### src/rxd_pkg.sv
// Shared constants and types for the serial receive data recovery block
package rxd_pkg;

  // ****************************************
  // Sample tick positions within one bit
  // ****************************************
  localparam int unsigned RT_W = 5;
  localparam logic [4:0] RT_FIRST = 5'h01;
  localparam logic [4:0] RT_SECOND = 5'h02;
  localparam logic [4:0] RT_VER_A = 5'h03;
  localparam logic [4:0] RT_VER_B = 5'h05;
  localparam logic [4:0] RT_VER_C = 5'h07;
  localparam logic [4:0] RT_VOTE_A = 5'h08;
  localparam logic [4:0] RT_VOTE_B = 5'h09;
  localparam logic [4:0] RT_VOTE_C = 5'h0A;
  localparam logic [4:0] RT_LAST = 5'h10;

  // ****************************************
  // Character and idle geometry
  // ****************************************
  localparam logic [3:0] DATA_BITS_8 = 4'h8;
  localparam logic [3:0] DATA_BITS_9 = 4'h9;
  localparam logic [7:0] IDLE_TICKS_8 = 8'hA0;
  localparam logic [7:0] IDLE_TICKS_9 = 8'hB0;
  localparam logic [2:0] HIST_ONES = 3'h7;

  // ****************************************
  // Buffered word layout, buffer depth and divider width
  // ****************************************
  localparam int unsigned DATA_W = 9;
  localparam int unsigned WORD_W = 11;
  localparam int unsigned FW_FE = 9;
  localparam int unsigned FW_NF = 10;
  localparam int unsigned FIFO_DEPTH = 16;
  localparam int unsigned DIV_W = 16;

  // ****************************************
  // Reset values
  // ****************************************
  localparam logic [4:0] RT_RST = 5'h00;
  localparam logic [8:0] DATA_RST = 9'h000;
  localparam logic [7:0] IDLE_RST = 8'h00;
  localparam logic [15:0] DIV_RST = 16'h0000;

  typedef enum logic [1:0] {
    RXD_SEARCH = 2'b00,
    RXD_START = 2'b01,
    RXD_DATA = 2'b10,
    RXD_STOP = 2'b11
  } rxd_state_t;

endpackage : rxd_pkg

### src/rxd_receiver.sv
// Receive data recovery: oversampling, start search, voting, wakeup and output buffer
`timescale 1ns/1ps


// ****************************************
// Buffer between recovery and reader
// ****************************************
module rxd_fifo #(
  parameter int unsigned WIDTH = rxd_pkg::WORD_W,
  parameter int unsigned DEPTH = rxd_pkg::FIFO_DEPTH
) (
  input wire logic clk_i,
  input wire logic rst_n_i,
  input wire logic in_valid_i,
  output logic in_ready_o,
  input wire logic [WIDTH-1:0] in_data_i,
  output logic out_valid_o,
  input wire logic out_ready_i,
  output logic [WIDTH-1:0] out_data_o
);
  localparam int unsigned AW = $clog2(DEPTH);
  localparam logic [AW:0] FULL_CNT = (AW+1)'(DEPTH);

  logic [WIDTH-1:0] mem [DEPTH];
  logic [AW-1:0] wr_ptr_reg;
  logic [AW-1:0] rd_ptr_reg;
  logic [AW:0] cnt_reg;
  wire push = in_valid_i && in_ready_o;
  wire pop = out_valid_o && out_ready_i;

  assign in_ready_o = (cnt_reg != FULL_CNT);
  assign out_valid_o = (cnt_reg != '0);
  assign out_data_o = mem[rd_ptr_reg];

  always_ff @(posedge clk_i) begin
    if (push) begin
      mem[wr_ptr_reg] <= in_data_i;
    end
  end

  always_ff @(posedge clk_i or negedge rst_n_i) begin
    if (!rst_n_i) begin
      wr_ptr_reg <= '0;
      rd_ptr_reg <= '0;
      cnt_reg <= '0;
    end else begin
      if (push) wr_ptr_reg <= wr_ptr_reg + 1'b1;
      if (pop) rd_ptr_reg <= rd_ptr_reg + 1'b1;
      if (push && !pop) cnt_reg <= cnt_reg + 1'b1;
      else if (pop && !push) cnt_reg <= cnt_reg - 1'b1;
    end
  end
endmodule : rxd_fifo

// ****************************************
// Receiver top
// ****************************************
module rxd_receiver #(
  parameter int unsigned FIFO_DEPTH = rxd_pkg::FIFO_DEPTH
) (
  input wire logic clk_i,
  input wire logic rst_n_i,
  input wire logic serial_receive_input_i,
  input wire logic [15:0] tick_div_i,
  input wire logic char_len_9_i,
  input wire logic wake_addr_mark_i,
  input wire logic idle_count_start_select_i,
  input wire logic standby_set_i,
  input wire logic flag_clear_i,
  input wire logic read_ack_i,
  output logic [8:0] rx_data_o,
  output logic receive_full_flag_o,
  output logic framing_error_flag_o,
  output logic noise_flag_o,
  output logic idle_flag_o,
  output logic overrun_flag_o,
  output logic receiver_standby_bit_o,
  output logic rx_request_o
);

  function automatic logic maj3(input logic [2:0] s);
    maj3 = (s[0] & s[1]) | (s[0] & s[2]) | (s[1] & s[2]);
  endfunction : maj3

  function automatic logic split3(input logic [2:0] s);
    split3 = (s != 3'h0) && (s != 3'h7);
  endfunction : split3

  // ****************************************
  // Input synchronizer and sample tick
  // ****************************************
  logic sync1_reg;
  logic sync2_reg;
  logic [15:0] div_reg;
  logic tick_reg;

  always_ff @(posedge clk_i or negedge rst_n_i) begin
    if (!rst_n_i) begin
      sync1_reg <= 1'b1;
      sync2_reg <= 1'b1;
    end else begin
      sync1_reg <= serial_receive_input_i;
      sync2_reg <= sync1_reg;
    end
  end

  // Tick every tick_div_i+1 clocks, programmed to sixteen per bit
  always_ff @(posedge clk_i or negedge rst_n_i) begin
    if (!rst_n_i) begin
      div_reg <= rxd_pkg::DIV_RST;
      tick_reg <= 1'b0;
    end else begin
      tick_reg <= (div_reg == tick_div_i);
      div_reg <= (div_reg == tick_div_i) ? rxd_pkg::DIV_RST : div_reg + 1'b1;
    end
  end

  // ****************************************
  // Recovery state machine
  // ****************************************
  rxd_pkg::rxd_state_t state_reg;
  logic [4:0] rt_reg;
  logic [2:0] hist_reg;
  logic [1:0] samp_reg;
  logic [3:0] bit_cnt_reg;
  logic [8:0] shift_reg;
  logic last_bit_reg;
  logic nz_pend_reg;
  logic comp_reg;
  logic comp_fe_reg;
  logic comp_nf_reg;

  wire rx_s = sync2_reg;
  wire [2:0] win3 = {samp_reg, rx_s};
  wire [1:0] ver_ones = 2'(win3[0]) + 2'(win3[1]) + 2'(win3[2]);
  wire [3:0] nbits = char_len_9_i ? rxd_pkg::DATA_BITS_9 : rxd_pkg::DATA_BITS_8;
  wire start_det = !rx_s && (hist_reg == rxd_pkg::HIST_ONES);
  wire in_char = (state_reg == rxd_pkg::RXD_DATA) || (state_reg == rxd_pkg::RXD_STOP);
  wire fall_ok = in_char && !rx_s && hist_reg[0] && last_bit_reg;
  wire resync_early = fall_ok && (rt_reg < rxd_pkg::RT_VOTE_A);
  wire resync_late = fall_ok && (rt_reg > rxd_pkg::RT_VOTE_C);
  wire bit_end = (rt_reg == rxd_pkg::RT_LAST) || resync_late;
  wire take_a = (rt_reg == rxd_pkg::RT_VER_A) || (rt_reg == rxd_pkg::RT_VER_B)
    || (rt_reg == rxd_pkg::RT_VOTE_A) || (rt_reg == rxd_pkg::RT_VOTE_B);
  wire rt_next_wrap = (rt_reg == rxd_pkg::RT_LAST);
  wire vote = maj3(win3);
  wire at_vote = (rt_reg == rxd_pkg::RT_VOTE_C);

  always_ff @(posedge clk_i or negedge rst_n_i) begin
    if (!rst_n_i) begin
      hist_reg <= 3'h0;
      samp_reg <= 2'h0;
    end else if (tick_reg) begin
      hist_reg <= {hist_reg[1:0], rx_s};
      if (take_a) samp_reg <= {samp_reg[0], rx_s};
    end
  end

  always_ff @(posedge clk_i or negedge rst_n_i) begin
    if (!rst_n_i) begin
      state_reg <= rxd_pkg::RXD_SEARCH;
      rt_reg <= rxd_pkg::RT_RST;
      bit_cnt_reg <= 4'h0;
      shift_reg <= rxd_pkg::DATA_RST;
      last_bit_reg <= 1'b0;
      nz_pend_reg <= 1'b0;
      comp_reg <= 1'b0;
      comp_fe_reg <= 1'b0;
      comp_nf_reg <= 1'b0;
    end else begin
      comp_reg <= 1'b0;
      if (tick_reg) begin
        rt_reg <= rt_next_wrap ? rxd_pkg::RT_FIRST : rt_reg + 1'b1;
        unique case (state_reg)
          rxd_pkg::RXD_SEARCH: begin
            rt_reg <= rxd_pkg::RT_RST;
            if (start_det) begin
              state_reg <= rxd_pkg::RXD_START;
              rt_reg <= rxd_pkg::RT_SECOND;
              nz_pend_reg <= 1'b0;
            end
          end
          rxd_pkg::RXD_START: begin
            if (rt_reg == rxd_pkg::RT_VER_C) begin
              if (ver_ones[1]) begin
                state_reg <= rxd_pkg::RXD_SEARCH;
                rt_reg <= rxd_pkg::RT_RST;
              end else if (ver_ones[0]) begin
                nz_pend_reg <= 1'b1;
              end
            end
            // Late start samples only add noise, never reject
            if (rx_s && (rt_reg >= rxd_pkg::RT_VOTE_A) && (rt_reg <= rxd_pkg::RT_VOTE_C)) begin
              nz_pend_reg <= 1'b1;
            end
            if (rt_next_wrap) begin
              state_reg <= rxd_pkg::RXD_DATA;
              bit_cnt_reg <= 4'h0;
              last_bit_reg <= 1'b0;
            end
          end
          rxd_pkg::RXD_DATA: begin
            if (at_vote) begin
              shift_reg <= {vote, shift_reg[8:1]};
              last_bit_reg <= vote;
              bit_cnt_reg <= bit_cnt_reg + 1'b1;
              if (split3(win3)) nz_pend_reg <= 1'b1;
            end
            if (resync_early || resync_late) rt_reg <= rxd_pkg::RT_SECOND;
            if (bit_end && (bit_cnt_reg == nbits)) state_reg <= rxd_pkg::RXD_STOP;
          end
          rxd_pkg::RXD_STOP: begin
            if (resync_early) rt_reg <= rxd_pkg::RT_SECOND;
            // Finish at tick 10 so a fast stop bit is never cut short
            if (at_vote) begin
              comp_reg <= 1'b1;
              comp_fe_reg <= !vote;
              comp_nf_reg <= nz_pend_reg || split3(win3);
              state_reg <= rxd_pkg::RXD_SEARCH;
            end
          end
        endcase
      end
    end
  end

  // ****************************************
  // Idle detection and standby
  // ****************************************
  logic [7:0] idle_cnt_reg;
  logic idle_prev_reg;
  logic standby_reg;

  wire [7:0] idle_lim = char_len_9_i ? rxd_pkg::IDLE_TICKS_9 : rxd_pkg::IDLE_TICKS_8;
  // Counting after the start bit may see trailing data ones as idle
  wire idle_en = idle_count_start_select_i ? (state_reg == rxd_pkg::RXD_SEARCH)
    : (state_reg != rxd_pkg::RXD_START);
  wire idle_level = (idle_cnt_reg == idle_lim);
  wire idle_rise = idle_level && !idle_prev_reg;
  // Last data bit lands in bit 8 for either length
  wire char_msb = shift_reg[8];
  wire addr_wake = comp_reg && standby_reg && wake_addr_mark_i && char_msb;
  wire idle_wake = standby_reg && !wake_addr_mark_i && idle_level;
  wire [8:0] char_data = char_len_9_i ? shift_reg : {1'b0, shift_reg[8:1]};

  always_ff @(posedge clk_i or negedge rst_n_i) begin
    if (!rst_n_i) begin
      idle_cnt_reg <= rxd_pkg::IDLE_RST;
    end else if (tick_reg) begin
      if (!rx_s || !idle_en) idle_cnt_reg <= rxd_pkg::IDLE_RST;
      else if (!idle_level) idle_cnt_reg <= idle_cnt_reg + 1'b1;
    end
  end

  // Software entry wins; a still idle line then wakes on the next cycle
  always_ff @(posedge clk_i or negedge rst_n_i) begin
    if (!rst_n_i) begin
      idle_prev_reg <= 1'b0;
      standby_reg <= 1'b0;
    end else begin
      idle_prev_reg <= idle_level;
      if (standby_set_i) standby_reg <= 1'b1;
      else if (addr_wake || idle_wake) standby_reg <= 1'b0;
    end
  end

  // ****************************************
  // Character buffer and read side
  // ****************************************
  logic fifo_in_ready;
  logic fifo_out_valid;
  logic [rxd_pkg::WORD_W-1:0] fifo_out_data;
  logic out_valid_reg;
  logic [8:0] out_data_reg;
  logic fe_reg;
  logic nf_reg;
  logic idle_flag_reg;
  logic overrun_reg;
  logic req_reg;

  // Discarded while asleep, unless it is the waking address mark
  wire push = comp_reg && (!standby_reg || addr_wake);
  wire load = fifo_out_valid && (!out_valid_reg || read_ack_i);
  wire [rxd_pkg::WORD_W-1:0] push_word = {comp_nf_reg, comp_fe_reg, char_data};

  rxd_fifo #(
    .WIDTH(rxd_pkg::WORD_W),
    .DEPTH(FIFO_DEPTH)
  ) u_fifo (
    .clk_i(clk_i),
    .rst_n_i(rst_n_i),
    .in_valid_i(push),
    .in_ready_o(fifo_in_ready),
    .in_data_i(push_word),
    .out_valid_o(fifo_out_valid),
    .out_ready_i(load),
    .out_data_o(fifo_out_data)
  );

  always_ff @(posedge clk_i or negedge rst_n_i) begin
    if (!rst_n_i) begin
      out_valid_reg <= 1'b0;
      out_data_reg <= rxd_pkg::DATA_RST;
    end else if (load) begin
      out_valid_reg <= 1'b1;
      out_data_reg <= fifo_out_data[rxd_pkg::DATA_W-1:0];
    end else if (read_ack_i) begin
      out_valid_reg <= 1'b0;
    end
  end

  // A new event in the clearing cycle survives the clear
  always_ff @(posedge clk_i or negedge rst_n_i) begin
    if (!rst_n_i) begin
      fe_reg <= 1'b0;
      nf_reg <= 1'b0;
      idle_flag_reg <= 1'b0;
      overrun_reg <= 1'b0;
      req_reg <= 1'b0;
    end else begin
      fe_reg <= (load && fifo_out_data[rxd_pkg::FW_FE]) || (fe_reg && !flag_clear_i);
      nf_reg <= (load && fifo_out_data[rxd_pkg::FW_NF]) || (nf_reg && !flag_clear_i);
      idle_flag_reg <= (idle_rise && !standby_reg) || (idle_flag_reg && !flag_clear_i);
      overrun_reg <= (push && !fifo_in_ready) || (overrun_reg && !flag_clear_i);
      req_reg <= !standby_reg && (out_valid_reg || idle_flag_reg || fe_reg || nf_reg);
    end
  end

  assign rx_data_o = out_data_reg;
  assign receive_full_flag_o = out_valid_reg;
  assign framing_error_flag_o = fe_reg;
  assign noise_flag_o = nf_reg;
  assign idle_flag_o = idle_flag_reg;
  assign overrun_flag_o = overrun_reg;
  assign receiver_standby_bit_o = standby_reg;
  assign rx_request_o = req_reg;

endmodule : rxd_receiver

### config.mk
export PLATFORM = sky130hd
export DESIGN_NAME = rxd_receiver
export DESIGN_NICKNAME = d
export VERILOG_FILES = /design/src/rxd_pkg.sv /design/src/rxd_receiver.sv
export SDC_FILE = /design/constraint.sdc
export NUM_CORES = 1
export LEC_CHECK = 0
export BUFFER_PORTS_ARGS = -buffer_cell sky130_fd_sc_hd__clkbuf_2
export CORE_MARGIN = 1.5
export CORE_UTILIZATION = 45
export CTS_CLUSTER_DIAMETER = 100
export DETAILED_ROUTE_END_ITERATION = 16
export GPL_TIMING_DRIVEN = 0
export PLACE_DENSITY = 0.58
export SETUP_SLACK_MARGIN = 0.05
export SYNTH_ARGS = -nofsm -noshare
export SYNTH_HDL_FRONTEND = slang
export SYNTH_SLANG_ARGS = --single-unit
### constraint.sdc
create_clock -name clk_i -period 4.15 [get_ports clk_i]
set_input_delay 1.245 -clock clk_i [delete_from_list [all_inputs] [get_ports clk_i]]
set_output_delay 1.245 -clock clk_i [all_outputs]
set_load 0.1 [all_outputs]
# ---- Word level (Yosys, flattened, before mapping)
# Memories as Yosys holds them, arrays and structs flattened.
# Index checks and enable logic that the tools add are counted.
dict set report totals {
  ff_bits 87
  output_inout_bits 16
  inputBits 25
  ram_bits 176
  n_memories 1
}
dict set report op_classes {
  n_bitwise 5
  n_reduce_logical 75
  n_lt_le_gt_ge 4
  eq_ne 29
  addsub 10
  n_mux 46
}
# memory words word_bits read_ports rd_ports_with_merged_regs wr line_no
set mem_list {}
lappend mem_list {u_fifo.mem 16 11 1 0 1 rxd_receiver.sv:24} ;# logic [WIDTH-1:0] mem [DEPTH];
# op n
set op_table {}
lappend op_table {{5-bit 2-to-1 mux} 8}
lappend op_table {{1-bit logical AND} 31}
lappend op_table {{1-bit 2-to-1 mux} 20}
lappend op_table {{5-bit one-hot mux with 4 select lines} 1}
lappend op_table {{1-bit logical OR} 18}
lappend op_table {{3-bit != test (second input constant)} 6}
lappend op_table {{16-bit by 1-bit adder with 16-bit output (second input constant)} 1}
lappend op_table {{16-bit equality test} 1}
lappend op_table {{16-bit 2-to-1 mux} 1}
lappend op_table {{8-bit 2-to-1 mux} 2}
lappend op_table {{5-bit by 4-bit equality test with 1-bit output (second input constant)} 3}
lappend op_table {{2-bit 2-to-1 mux} 7}
lappend op_table {{4-bit by 1-bit adder with 4-bit output (second input constant)} 3}
lappend op_table {{1-bit zero test} 11}
lappend op_table {{5-bit by 1-bit adder with 5-bit output (second input constant)} 2}
lappend op_table {{5-bit by 3-bit equality test with 1-bit output (second input constant)} 2}
lappend op_table {{9-bit 2-to-1 mux} 1}
lappend op_table {{8-bit by 1-bit adder with 8-bit output (second input constant)} 1}
lappend op_table {{8-bit equality test} 1}
lappend op_table {{4-bit 2-to-1 mux} 2}
lappend op_table {{2-bit by 1-bit != test with 1-bit output (second input constant)} 4}
lappend op_table {{2-bit != test (second input constant)} 4}
lappend op_table {{2-bit one-hot mux with 4 select lines} 1}
lappend op_table {{4-bit one-hot mux with 2 select lines} 1}
lappend op_table {{27 further kinds} 37}

# ---- Longest topological paths before layout
# Gate-level depths: netlist of the first run.
dict set report logic_depth {
  ltp_word 10
  ltp_mapped 13
  depth_no_buf 12
}

# ---- Hierarchy
# Synthesis of the first run repeated with hierarchy kept, for this count alone.
dict set report unflattened {
  hier_cells 763
  area_unflattened_um2 11547.3
}
# module cells_each area_each_um2 n_inst
set modules_own_cells {}
lappend modules_own_cells {rxd_fifo 404 7702.4 1}
lappend modules_own_cells {rxd_receiver 359 3844.9 1}

# ---- Least setup slack after synthesis of the first run
# Ideal clock, no wire load.
dict set report synth_path {
  path_kind {input to register}
  startpoint {input read_ack_i}
  endpoint {register u_fifo.cnt_reg[4]}
  arrival_time_ns 3.387
  setup_time_ns 0.079
  stages 12
  slack_ns 0.684
  cell_sequence {nand2b_1 > nor2b_1 > inv_1 > buf_2 > ha_1 > inv_1 > ha_1 > nor2b_1 > o21a_1 > or3_1 > a21oi_1 > xor2_1}
}
dict set report synth_via {
  elab_chain_cells 6
}
# item line_no
set synth_rtl {}
lappend synth_rtl {{from (decl)} rxd_receiver.sv:70} ;# input wire logic read_ack_i,
lappend synth_rtl {{1-bit logical OR (*)} rxd_receiver.sv:283} ;# wire load = fifo_out_valid && (!out_valid_reg || read_ack_i);
lappend synth_rtl {{1-bit logical AND (*)} rxd_receiver.sv:283}
lappend synth_rtl {{1-bit logical AND (*)} rxd_receiver.sv:29} ;# wire pop = out_valid_o && out_ready_i;
lappend synth_rtl {{1-bit zero test} rxd_receiver.sv:49} ;# if (push && !pop) cnt_reg <= cnt_reg + 1'b1;
lappend synth_rtl {{1-bit logical AND} rxd_receiver.sv:49}
lappend synth_rtl {{5-bit 2-to-1 mux or 2-bit nonzero test (tied branches)} n/a}
lappend synth_rtl {{to (signal assigned)} rxd_receiver.sv:49}
lappend synth_rtl {{to (signal assigned)} rxd_receiver.sv:50} ;# else if (pop && !push) cnt_reg <= cnt_reg - 1'b1;
lappend synth_rtl {{to (decl)} rxd_receiver.sv:27} ;# logic [AW:0] cnt_reg;
# Mark *: on every way between the ends. The rest lies on a longest branch, timed or not.
# A chain may end at the register's enable or synchronous reset.

# ---- Worst setup path in the final report of the first run
dict set report layout_path {
  startpoint {register u_fifo.cnt_reg[0]}
  endpoint {register u_fifo.cnt_reg[4]}
}
dict set report layout_via {
  elab_chain_cells 6
}
# item
set layout_rtl {}
lappend layout_rtl {{parallel branches: the longest is 6 deep, another holds 5-bit by 1-bit subtractor with 5-bit output}}
# Several ways; the timed one is not identified. The select of a mux whose other input is x is not followed.

==> results by group, run 1 <==
Clock tree
  • H-tree levels: 1
  • CTS Hold Bufs: 0
  • Post-cts sizing count: 0
  • TritonCTS buffer count: 28
  • Root Buffer: clkbuf_16
  • CTS tree: yes
  • Worst-path clk slew: 0.06 ns
  • TritonCTS Sinks: 263
  • Worst skew pair latency: 0.55 ns
  • Post-CTS setup buffers: 0
  • CTS Buffer Depth: 3

Drt
  • Drt first pass iters: 5
  • Met2 wire length: 12,000 µm
  • DRC: 0
  • WL met3: 840 µm
  • M1 wire length: 10,000 µm
  • Vias/cell: 5.50
  • Top routing layer used: met4
  • Routed Wire Length: 23,300 µm
  • Routed len/inst: 20.2 µm
  • DR vias: 6,329
  • Antenna Violating Nets Remaining: 0
  • Initial DRC count: 333

Synthesis
  • Synth Cell Area: 11,300 µm²
  • Multiplexer share of the synthesized area: 13.3%
  • Syn avg cell area: 15.5 µm²
  • Compound-cell area share of the yosys netlist: 4.58%
  • Largest family of logic cells by synthesized area: multiplexers
  • Mapped Nets: 777
  • Post-Synth Adder-Cell Area: 2.68%
  • Synth Register Bits: 263
  • Post-synthesis cell count: 729
  • Number of distinct library cells after synthesis: 60
  • Number of synthesized flops with an enable pin: 176
  • Synth Flop Type: edfxtp_1
  • Xor and xnor fraction of the mapped netlist area: 3.41%
  • Async SR Flop Fraction: 33.1%
  • Register area share after synthesis: 66.1%
  • Ys Warns: 0
  • Simple-gate portion of the synthesized area: 7.91%

Finish
  • Layout Cells excl Fill: 1,151
  • ANT cells: 0
  • # nets final: 853
  • Layout cells sized above 1: 23.1%
  • Layout Cell Area excl Fill: 13,000 µm²
  • Max FFs per register: 176
  • Layout Area Growth over Synthesis: 15.3%

Die
  • Die X: 161 µm
  • Die area: 26,100 µm²
  • Num rows: 57
  • Initial Utilization: 46.2%
  • Die Y: 161 µm
  • Core ar.: 24,500 µm²
  • Top Ports: 41

STA
  • Rel. slew slack: 11.0%
  • Final Hold Fails: 0
  • Endpoints failing setup: 0
  • Post-Route Setup TNS: 0 ns
  • Final min period: 3.57 ns
  • Skew final: 0.0262 ns
  • Slew @ Worst Pin: 1.33 ns
  • WHS: 0.363 ns
  • Setup ws final: 0.576 ns
  • Final Cycle Share: 86.1%
  • Fmax: 0.280 GHz
  • Unrepaired setup endpoints after global routing: false
  • Final Max Slew Viols: 0

Pwr
  • Maximum VDD drop: 0.313 mV
  • P per Cell Area: 541 nW/µm²
  • Leak: 4.58 nW

Global routing
  • Tot GR Track Use: 18.7%
  • Initial antenna violation count: 0
  • Total congestion overflow: 0
  • Global-route wire length before repair: 37,600 µm
  • Largest net degree at the start of global routing: 52
  • Vias in the first global route: 6,644

Placed design
  • Inst Count DP: 1,098
  • HPWL after detailed placement: 15,600 µm
  • GP Congestion: 0.854
  • Pre-CTS setup slack: 0.0728 ns
  • Number of buffers added on ports: 40
  • DP Area: 12,000 µm²

Setup path
  • Crit start category: register
  • Worst Path Required: 4.63 ns
  • CP Max Fanout: 10
  • Setup CP Type: register to register
  • Arr. time, crit path: 4.05 ns
  • Worst Setup End Kind: register

Job
  • Max-Cap Viols: 0

Min path
  • Min-delay worst type: register to register

Status
  • Status: finished, final reports clean
-- synthesized netlist by cell type (8+ instances only) --
cell type | instances | area, µm²
edfxtp_1 | 176 | 5290
dfrtp_1 | 85 | 2130
nand2_1 | 53 | 199
mux4_2 | 44 | 991
nor2_1 | 43 | 161
xnor2_1 | 31 | 272
mux2_2 | 26 | 293
inv_1 | 25 | 93.8
o21ai_0 | 25 | 125
mux2i_1 | 22 | 220
ha_1 | 21 | 263
nand4_1 | 14 | 87.6
clkbuf_1 | 13 | 48.8
nand3_1 | 13 | 65.1
xor2_1 | 13 | 114
a21oi_1 | 11 | 55.1
buf_2 | 10 | 50.1
nor3_1 | 10 | 50.1
o221ai_1 | 9 | 78.8
and3_1 | 8 | 50.1
-- worst paths after layout --
path / from / end / slack, ns / cells after the start
setup / recovery: u_fifo.cnt_reg[0] / u_fifo.cnt_reg[4] / 0.58 / 13
hold / removal: sync1_reg / rx_s / 0.36 / 0
setup reg to reg: u_fifo.cnt_reg[0] / u_fifo.cnt_reg[4] / 0.58 / 13
hold reg to reg: sync1_reg / rx_s / 0.36 / 0
max in group asynchronous: rst_n_i / div_reg[3] / 2.79 / 2
min in group asynchronous: rst_n_i / idle_cnt_reg[1] / 0.72 / 1
-- cell families after synthesis --
group,count (synthesis)
compound gates,76
xor+xnor,44
fa+ha+maj,23
buf+inv,54
flops,263
mux,92
simple gates,177
-- critical path, stage by stage, from the launching register on --
cell and delay (ns):
dfrtp_1 0.43, or4_1 0.54, nor2_1 0.15, nor2b_1 0.13, inv_1 0.21, buf_2 0.33, ha_1 0.28, inv_1 0.12
ha_1 0.31, nor2b_1 0.14, o21a_1 0.17, or3_1 0.31, a21oi_1 0.19, xor2_1 0.16
-- where the power goes --
group	total (W)	internal [W]	switching (W)	leakage, nW
Sequential	0.00298	0.00289	0.0000974	2.48
Clock	0.00269	0.00169	0.00101	0.503
Combinational	0.00137	0.000441	0.000924	1.59
Total	0.00704	0.00502	0.00203	4.58
-- metrics by stage --
stage / util (%) / total power, W
6_report: 53.3 / 0.00704
5_1_grt: 53.3 / 0.00734
4_1_cts: 53.2 / 0.00713
3_5_place_dp: 49.0 / 0.00442
3_3_place_gp: 48.6 / 0.00437
2_1_floorplan: - / 0.00407
-- per-layer routing --
metal / vias up / GRT usage [%]
met5: - / 0
li1: 2922 / -
met1: 3259 / 24.9
met3: 31 / 2.49
met2: 117 / 32.8
met4: 0 / 4.42
-- layout by cell type, fill, tap and decap left out, types with 11 or more instances in the layout --
| master | n |
|---|---|
| edfxtp_1 | 176 |
| dfrtp_1 | 85 |
| nand2_1 | 53 |
| mux4_2 | 44 |
| nor2_1 | 42 |
| clkbuf_2 | 39 |
| xnor2_1 | 31 |
| clkbuf_16 | 28 |
| mux2_2 | 26 |
| o21ai_0 | 25 |
| inv_1 | 25 |
| mux2i_1 | 22 |
| ha_1 | 21 |
| clkbuf_1 | 17 |
| nand4_1 | 14 |
| nand3_1 | 13 |
| xor2_1 | 13 |
| a21oi_1 | 11 |
-- cell type report --
class | count | area [µm²]
buffer | 29 | 133
sequential | 263 | 7460
fill | 1990 | 11400
clock buffer | 36 | 771
clock inverter | 16 | 255
timing repair buffer | 46 | 279
inverter | 25 | 93.8
multi-input combinational | 412 | 3620
tap | 324 | 405
Note: power is estimated with default switching activity, not from simulation.
==> inputs of run 2 (changes only) <==
--- a/config.mk
+++ b/config.mk
@@ -8,6 +8,7 @@
 export BUFFER_PORTS_ARGS = -buffer_cell sky130_fd_sc_hd__clkbuf_2
 export CORE_MARGIN = 1.5
 export CORE_UTILIZATION = 45
+export CTS_BUF_LIST = sky130_fd_sc_hd__clkbuf_4 sky130_fd_sc_hd__clkbuf_8 sky130_fd_sc_hd__clkbuf_16
 export CTS_CLUSTER_DIAMETER = 100
 export DETAILED_ROUTE_END_ITERATION = 16
 export GPL_TIMING_DRIVEN = 0
@@ -15,4 +16,5 @@
 export SETUP_SLACK_MARGIN = 0.05
 export SYNTH_ARGS = -nofsm -noshare
 export SYNTH_HDL_FRONTEND = slang
+export SYNTH_HIERARCHICAL = 1
 export SYNTH_SLANG_ARGS = --single-unit
==> run 2 against run 1 <==
Critical path type unchanged. Register-to-register slack improved by 0.05 ns. Routed wire length rose by 2.1%. Synthesized area rose by 2.2%. Largest power group unchanged. Clock skew fell by 0.014 ns.
==> results by group, run 2 <==
Status
  • Status: finished, final reports clean

Setup path
  • Arr. time, crit path: 3.97 ns
  • Worst Setup End Kind: register
  • Worst Path Required: 4.60 ns
  • Slowest cell delay on critical path: 0.49 ns
  • Flop2flop setup slack: 0.63 ns
  • CP Max Fanout: 10
  • Critical-path top delay cell: nand2_1
  • Setup CP Type: register to register
  • Cell mode on critical path: inv_1
  • CP cell instances: nor4_2 -> nand2b_1 -> nand2_1 -> inv_1 -> nand2_2 -> ha_1 -> inv_1 -> fa_1 -> a21o_1 -> a21oi_1 -> mux2i_1 -> xnor2_1
  • Crit start category: register

Synthesis
  • Cell with the most instances after synthesis: edfxtp_1
  • Synth top area cells: edfxtp_1 (46%), dfrtp_1 (18%), mux4_2 (4.3%)
  • Yosys top cell area share: 45.8%
  • Post-synthesis cell count: 763
  • Most common library cells after synthesis: edfxtp_1 (176), dfrtp_1 (85), nand2_1 (48)
  • Syn avg cell area: 15.1 µm²
  • Dominant cell type by area after synthesis: edfxtp_1
  • Synth Flop Type: edfxtp_1
  • Number of synthesized flops with an enable pin: 176
  • Register area share after synthesis: 64.6%
  • Ys Warns: 6
  • Synth Cell Area: 11,500 µm²
  • Number of distinct library cells after synthesis: 70
  • Mapped Nets: 810
  • Synth Register Bits: 263
  • Async SR Flop Fraction: 33.1%

Die
  • Die Y: 163 µm
  • Num rows: 58
  • Initial Utilization: 45.9%
  • Die X: 163 µm
  • Top Ports: 41
  • Core ar.: 25,200 µm²
  • Die area: 26,600 µm²

Placed design
  • Number of buffers added on ports: 40
  • HPWL after detailed placement: 15,900 µm
  • DP Area: 12,200 µm²
  • GP Congestion: 0.855

STA
  • Final Cycle Share: 84.9%
  • Final Max Slew Viols: 0
  • Rel. slew slack: 10.9%
  • Endpoints failing setup: 0
  • Slew @ Worst Pin: 1.33 ns
  • Unrepaired setup endpoints after global routing: false
  • Post-Route Setup TNS: 0 ns
  • Final Hold Fails: 0
  • Fmax: 0.284 GHz
  • Final min period: 3.52 ns
  • Skew final: 0.0125 ns

Clock tree
  • Worst skew pair latency: 0.53 ns
  • Worst-path clk slew: 0.06 ns
  • Post-CTS setup buffers: 0
  • CTS tree: yes
  • CTS Buffer Depth: 3
  • TritonCTS Sinks: 263
  • Post-cts sizing count: 0
  • H-tree levels: 1
  • Root Buffer: clkbuf_16
  • TritonCTS buffer count: 28
  • CTS Hold Bufs: 0

Drt
  • DR vias: 6,558
  • M1 wire length: 10,200 µm
  • Vias/cell: 5.53
  • Routed len/inst: 20.0 µm
  • DRC: 0
  • Antenna Violating Nets Remaining: 0
  • Met2 wire length: 12,000 µm
  • Routed Wire Length: 23,700 µm
  • WL met3: 1130 µm
  • Top routing layer used: met4
  • Initial DRC count: 432
  • Drt first pass iters: 5

Global routing
  • Vias in the first global route: 6,851
  • Tot GR Track Use: 18.7%
  • Global-route wire length before repair: 38,300 µm
  • Largest net degree at the start of global routing: 48
  • Total congestion overflow: 0
  • Initial antenna violation count: 0

Job
  • Max-Cap Viols: 0

Finish
  • # nets final: 881
  • ANT cells: 0
  • Commonest non-fill, non-tap cell in the layout: edfxtp_1
  • Max FFs per register: 176
  • Layout Cell Area excl Fill: 13,100 µm²
  • Layout Area Growth over Synthesis: 13.7%
  • Layout cells sized above 1: 23.5%
  • Most frequent cells in the layout: edfxtp_1 (176), dfrtp_1 (85), nand2_1 (48)

Pwr
  • Leak: 4.59 nW
  • Maximum VDD drop: 0.224 mV
  • P per Cell Area: 408 nW/µm²

Min path
  • Min-delay worst type: register to register
==> run 2: per-stage QoR <==
step,power [W],cells,util [%],worst slack [ns],hold WS [ns]
after detailed placement,0.00298,1134,48.5,0.213,0.347
after global placement,0.00297,1133,48.3,0.0107,0.349
after global routing,0.00554,1186,52.1,0.259,0.364
after CTS,0.00542,1186,52.1,0.527,0.356
final,0.00536,1186,52.1,0.625,0.356
after floorplan,0.00293,763,-,0.821,0.345
==> run 2: critical path, delay by kind of cell (launching register included) <==
family,cells,cell delay [ns]
xor+xnor,1,0.14
flops,1,0.44
fa+ha+maj,2,0.60
compound gates,2,0.36
simple gates,4,1.33
mux,1,0.24
buf+inv,2,0.34
==> run 2: cell type report <==
| cell class | count | area (µm²) |
|---|---|---|
| Fill cell | 2071 | 12100 |
| Sequential cell | 263 | 7460 |
| Multi-Input combinational cell | 442 | 3770 |
| Clock buffer | 38 | 788 |
| Tap cell | 330 | 413 |
| Buffer | 32 | 238 |
| Timing Repair Buffer | 41 | 230 |
| Clock inverter | 14 | 130 |
| Inverter | 26 | 97.6 |
==> run 2: cells by family (layout without fill, tap and decap cells) <==
logic type,count (synthesis),count (layout),share of synthesized area [%]
DFF,263,263,64.6
adders and majority gates,22,22,2.51
xor gates and xnor gates,44,44,3.34
AOI/OAI and AO/OA,108,108,7.70
muxes,104,104,11.8
buffers and inverters,58,151,2.90
and+or+nand+nor,164,164,7.12
==> run 2: final timing paths <==
path | from | end | depth (start not counted)
setup / recovery | u_fifo/cnt_reg[1] | u_fifo/cnt_reg[4] | 12
hold / removal | sync1_reg | rx_s | 0
setup reg to reg | u_fifo/cnt_reg[1] | u_fifo/cnt_reg[4] | 12
hold reg to reg | sync1_reg | rx_s | 0
max in group asynchronous | rst_n_i | rx_s | 2
min in group asynchronous | rst_n_i | rt_reg[4] | 1
==> run 2: power by group <==
part	total (W)	switching, W	internal (W)
sequential	0.00282	0.0000244	0.00279
clock	0.00244	0.000981	0.00146
combinational	0.000108	0.0000588	0.0000488
total	0.00536	0.00106	0.00430
==> run 2: routing by layer <==
metal / up-vias / track usage (%)
met5: - / 0
li1: 3050 / -
met1: 3325 / 24.3
met3: 33 / 2.56
met4: 0 / 4.17
met2: 150 / 33.1
==> inputs of run 3 (changes only) <==
==> constraint.sdc (replaced) <==
create_clock -name clk_i -period 3.7 [get_ports clk_i]
set_input_delay 1.11 -clock clk_i [delete_from_list [all_inputs] [get_ports clk_i]]
set_output_delay 1.11 -clock clk_i [all_outputs]
set_load 0.1 [all_outputs]
==> run 3 against run 2 <==
Die area did not move. Sequential share of layout area barely moved. Sequential power is 12% higher. Utilization hardly changed. Cell count unchanged. Worst hold slack barely moved. First-iteration DRC count is 5.8% lower. Non-clock buffer count unchanged. Via count is 0.30% lower. Clock-buffer cell count unchanged. Highest routed layer unchanged.
==> results by group, run 3 (synthesized netlist as in run 2, its figures left out) <==
Status
  • Status: finished, final reports clean

Clock tree
  • CTS Buffer Depth: 3
  • Post-CTS setup buffers: 0
  • Post-cts sizing count: 0
  • Worst skew pair latency: 0.53 ns
  • Worst-path clk slew: 0.06 ns
  • CTS Hold Bufs: 0
  • TritonCTS Sinks: 263
  • CTS tree: yes
  • Root Buffer: clkbuf_16
  • TritonCTS buffer count: 28
  • H-tree levels: 1

Setup path
  • Flop2flop setup slack: 0.40 ns
  • Worst Path Required: 4.15 ns
  • Bufs and invs on worst path: 2
  • Worst Setup End Kind: register
  • Slowest cell delay on critical path: 0.47 ns
  • CP Max Fanout: 10
  • Setup CP Type: register to register
  • Terminus of the critical flop-to-flop path: u_fifo/cnt_reg[4]
  • Critical-path top delay cell: nor4_2
  • Arr. time, crit path: 3.75 ns
  • R2R cell count: 12
  • CP top delay family: simple AND/OR/NAND/NOR gates
  • CP cell instances: nor4_2 -> nand2b_1 -> nand2_2 -> inv_1 -> nand2_2 -> ha_1 -> inv_1 -> fa_1 -> a21o_1 -> a21oi_1 -> mux2i_1 -> xnor2_1
  • Crit start category: register
  • FF-to-FF Start: u_fifo/cnt_reg[1]

Drt
  • DRC: 0
  • Routed Wire Length: 23,700 µm
  • DR vias: 6,538
  • Vias/cell: 5.51
  • Routed len/inst: 20.0 µm
  • Antenna Violating Nets Remaining: 0
  • Initial DRC count: 407
  • Drt first pass iters: 5

STA
  • Setup ws final: 0.397 ns
  • Rel. slew slack: 10.5%
  • Final min period: 3.30 ns
  • WHS: 0.356 ns
  • Final Max Slew Viols: 0
  • Final Cycle Share: 89.3%
  • Unrepaired setup endpoints after global routing: false
  • Skew final: 0.0126 ns
  • Fmax: 0.303 GHz
  • Final Hold Fails: 0
  • Slew @ Worst Pin: 1.34 ns
  • Endpoints failing setup: 0

Pwr
  • P per Cell Area: 458 nW/µm²
  • Maximum VDD drop: 0.251 mV
  • Final total power: 0.00601 W
  • Leak: 4.59 nW

Die
  • Core ar.: 25,200 µm²
  • Die area: 26,600 µm²
  • Die Y: 163 µm
  • Initial Utilization: 45.9%
  • Num rows: 58
  • Top Ports: 41
  • Die X: 163 µm

Global routing
  • Initial antenna violation count: 0
  • Largest net degree at the start of global routing: 48
  • Total congestion overflow: 0
  • Vias in the first global route: 6,851
  • Global-route wire length before repair: 38,300 µm
  • Tot GR Track Use: 18.7%

Finish
  • Area occupied by multi-input gates: 3770 µm²
  • Layout Cell Area excl Fill: 13,100 µm²
  • Register Area: 7460 µm²
  • Layout Area Growth over Synthesis: 13.7%
  • Layout cells sized above 1: 23.6%
  • ANT cells: 0
  • Most frequent cells in the layout: edfxtp_1 (176), dfrtp_1 (85), nand2_1 (47), mux2i_1 (47), nor2_1 (42)
  • # nets final: 881
  • Fill cells: 2,071
  • Max FFs per register: 176
  • Post-layout util: 52.1%
  • Commonest non-fill, non-tap cell in the layout: edfxtp_1

Placed design
  • HPWL after detailed placement: 15,900 µm
  • Number of buffers added on ports: 40
  • Pre-CTS setup slack: -0.102 ns
  • GP Congestion: 0.855
  • DP Area: 12,200 µm²

Min path
  • Min-delay worst type: register to register
  • HP Start: sync1_reg
  • Hold depth: 0
  • WHS Endpoint: rx_s

Job
  • Max-Cap Viols: 0
[run 3: stage by stage]
step / cells / TNS (ns)
finish: 1186 / 0
CTS: 1186 / 0
global placement: 1133 / -11.47
detailed placement: 1134 / -3.78
floorplan: 763 / 0
global route: 1186 / 0
[run 3: cell type report]
class / count / area share (%)
flip-flops and latches: 263 / 56.8
multi-input cells: 442 / 28.7
clock buffers: 38 / 6.00
well taps: 330 / 3.14
plain buffers: 32 / 1.81
repair buffers: 41 / 1.75
clock inverters: 14 / 0.991
inverters: 26 / 0.743
[run 3: how the worst max path moves through the flow]
stage / start / end / slack, ns / depth (start not counted)
after floorplan: read_ack_i / u_fifo/cnt_reg[4] / 0.51 / 11
after global placement: wake_addr_mark_i / u_fifo/mem[3][5] / -0.30 / 6
after detailed placement: wake_addr_mark_i / u_fifo/mem[7][3] / -0.10 / 6
after CTS: u_fifo/cnt_reg[1] / u_fifo/cnt_reg[4] / 0.08 / 12
after global routing: u_fifo/cnt_reg[1] / u_fifo/cnt_reg[4] / 0.09 / 12
final: u_fifo/cnt_reg[1] / u_fifo/cnt_reg[4] / 0.40 / 12
[run 3: worst register-to-register path, delay by kind of cell (launching register included)]
family | cells | cell delay, ns
mux | 1 | 0.24
xor+xnor | 1 | 0.14
compound gates | 2 | 0.35
flops | 1 | 0.44
buf+inv | 2 | 0.30
simple gates | 4 | 1.17
fa+ha+maj | 2 | 0.60
[run 3: metal layers]
metal / routed length, µm / GRT usage [%] / vias up
met1: 10200 / 24.3 / 3312
li1: - / - / 3052
met3: 1070 / 2.56 / 32
met5: 0 / 0 / -
met4: 374 / 4.17 / 0
met2: 12000 / 33.1 / 142
[run 3: report_power, final]
part	switching, W	internal (W)
registers	0.0000274	0.00313
clock network	0.00110	0.00163
logic	0.0000660	0.0000548
total	0.00119	0.00482
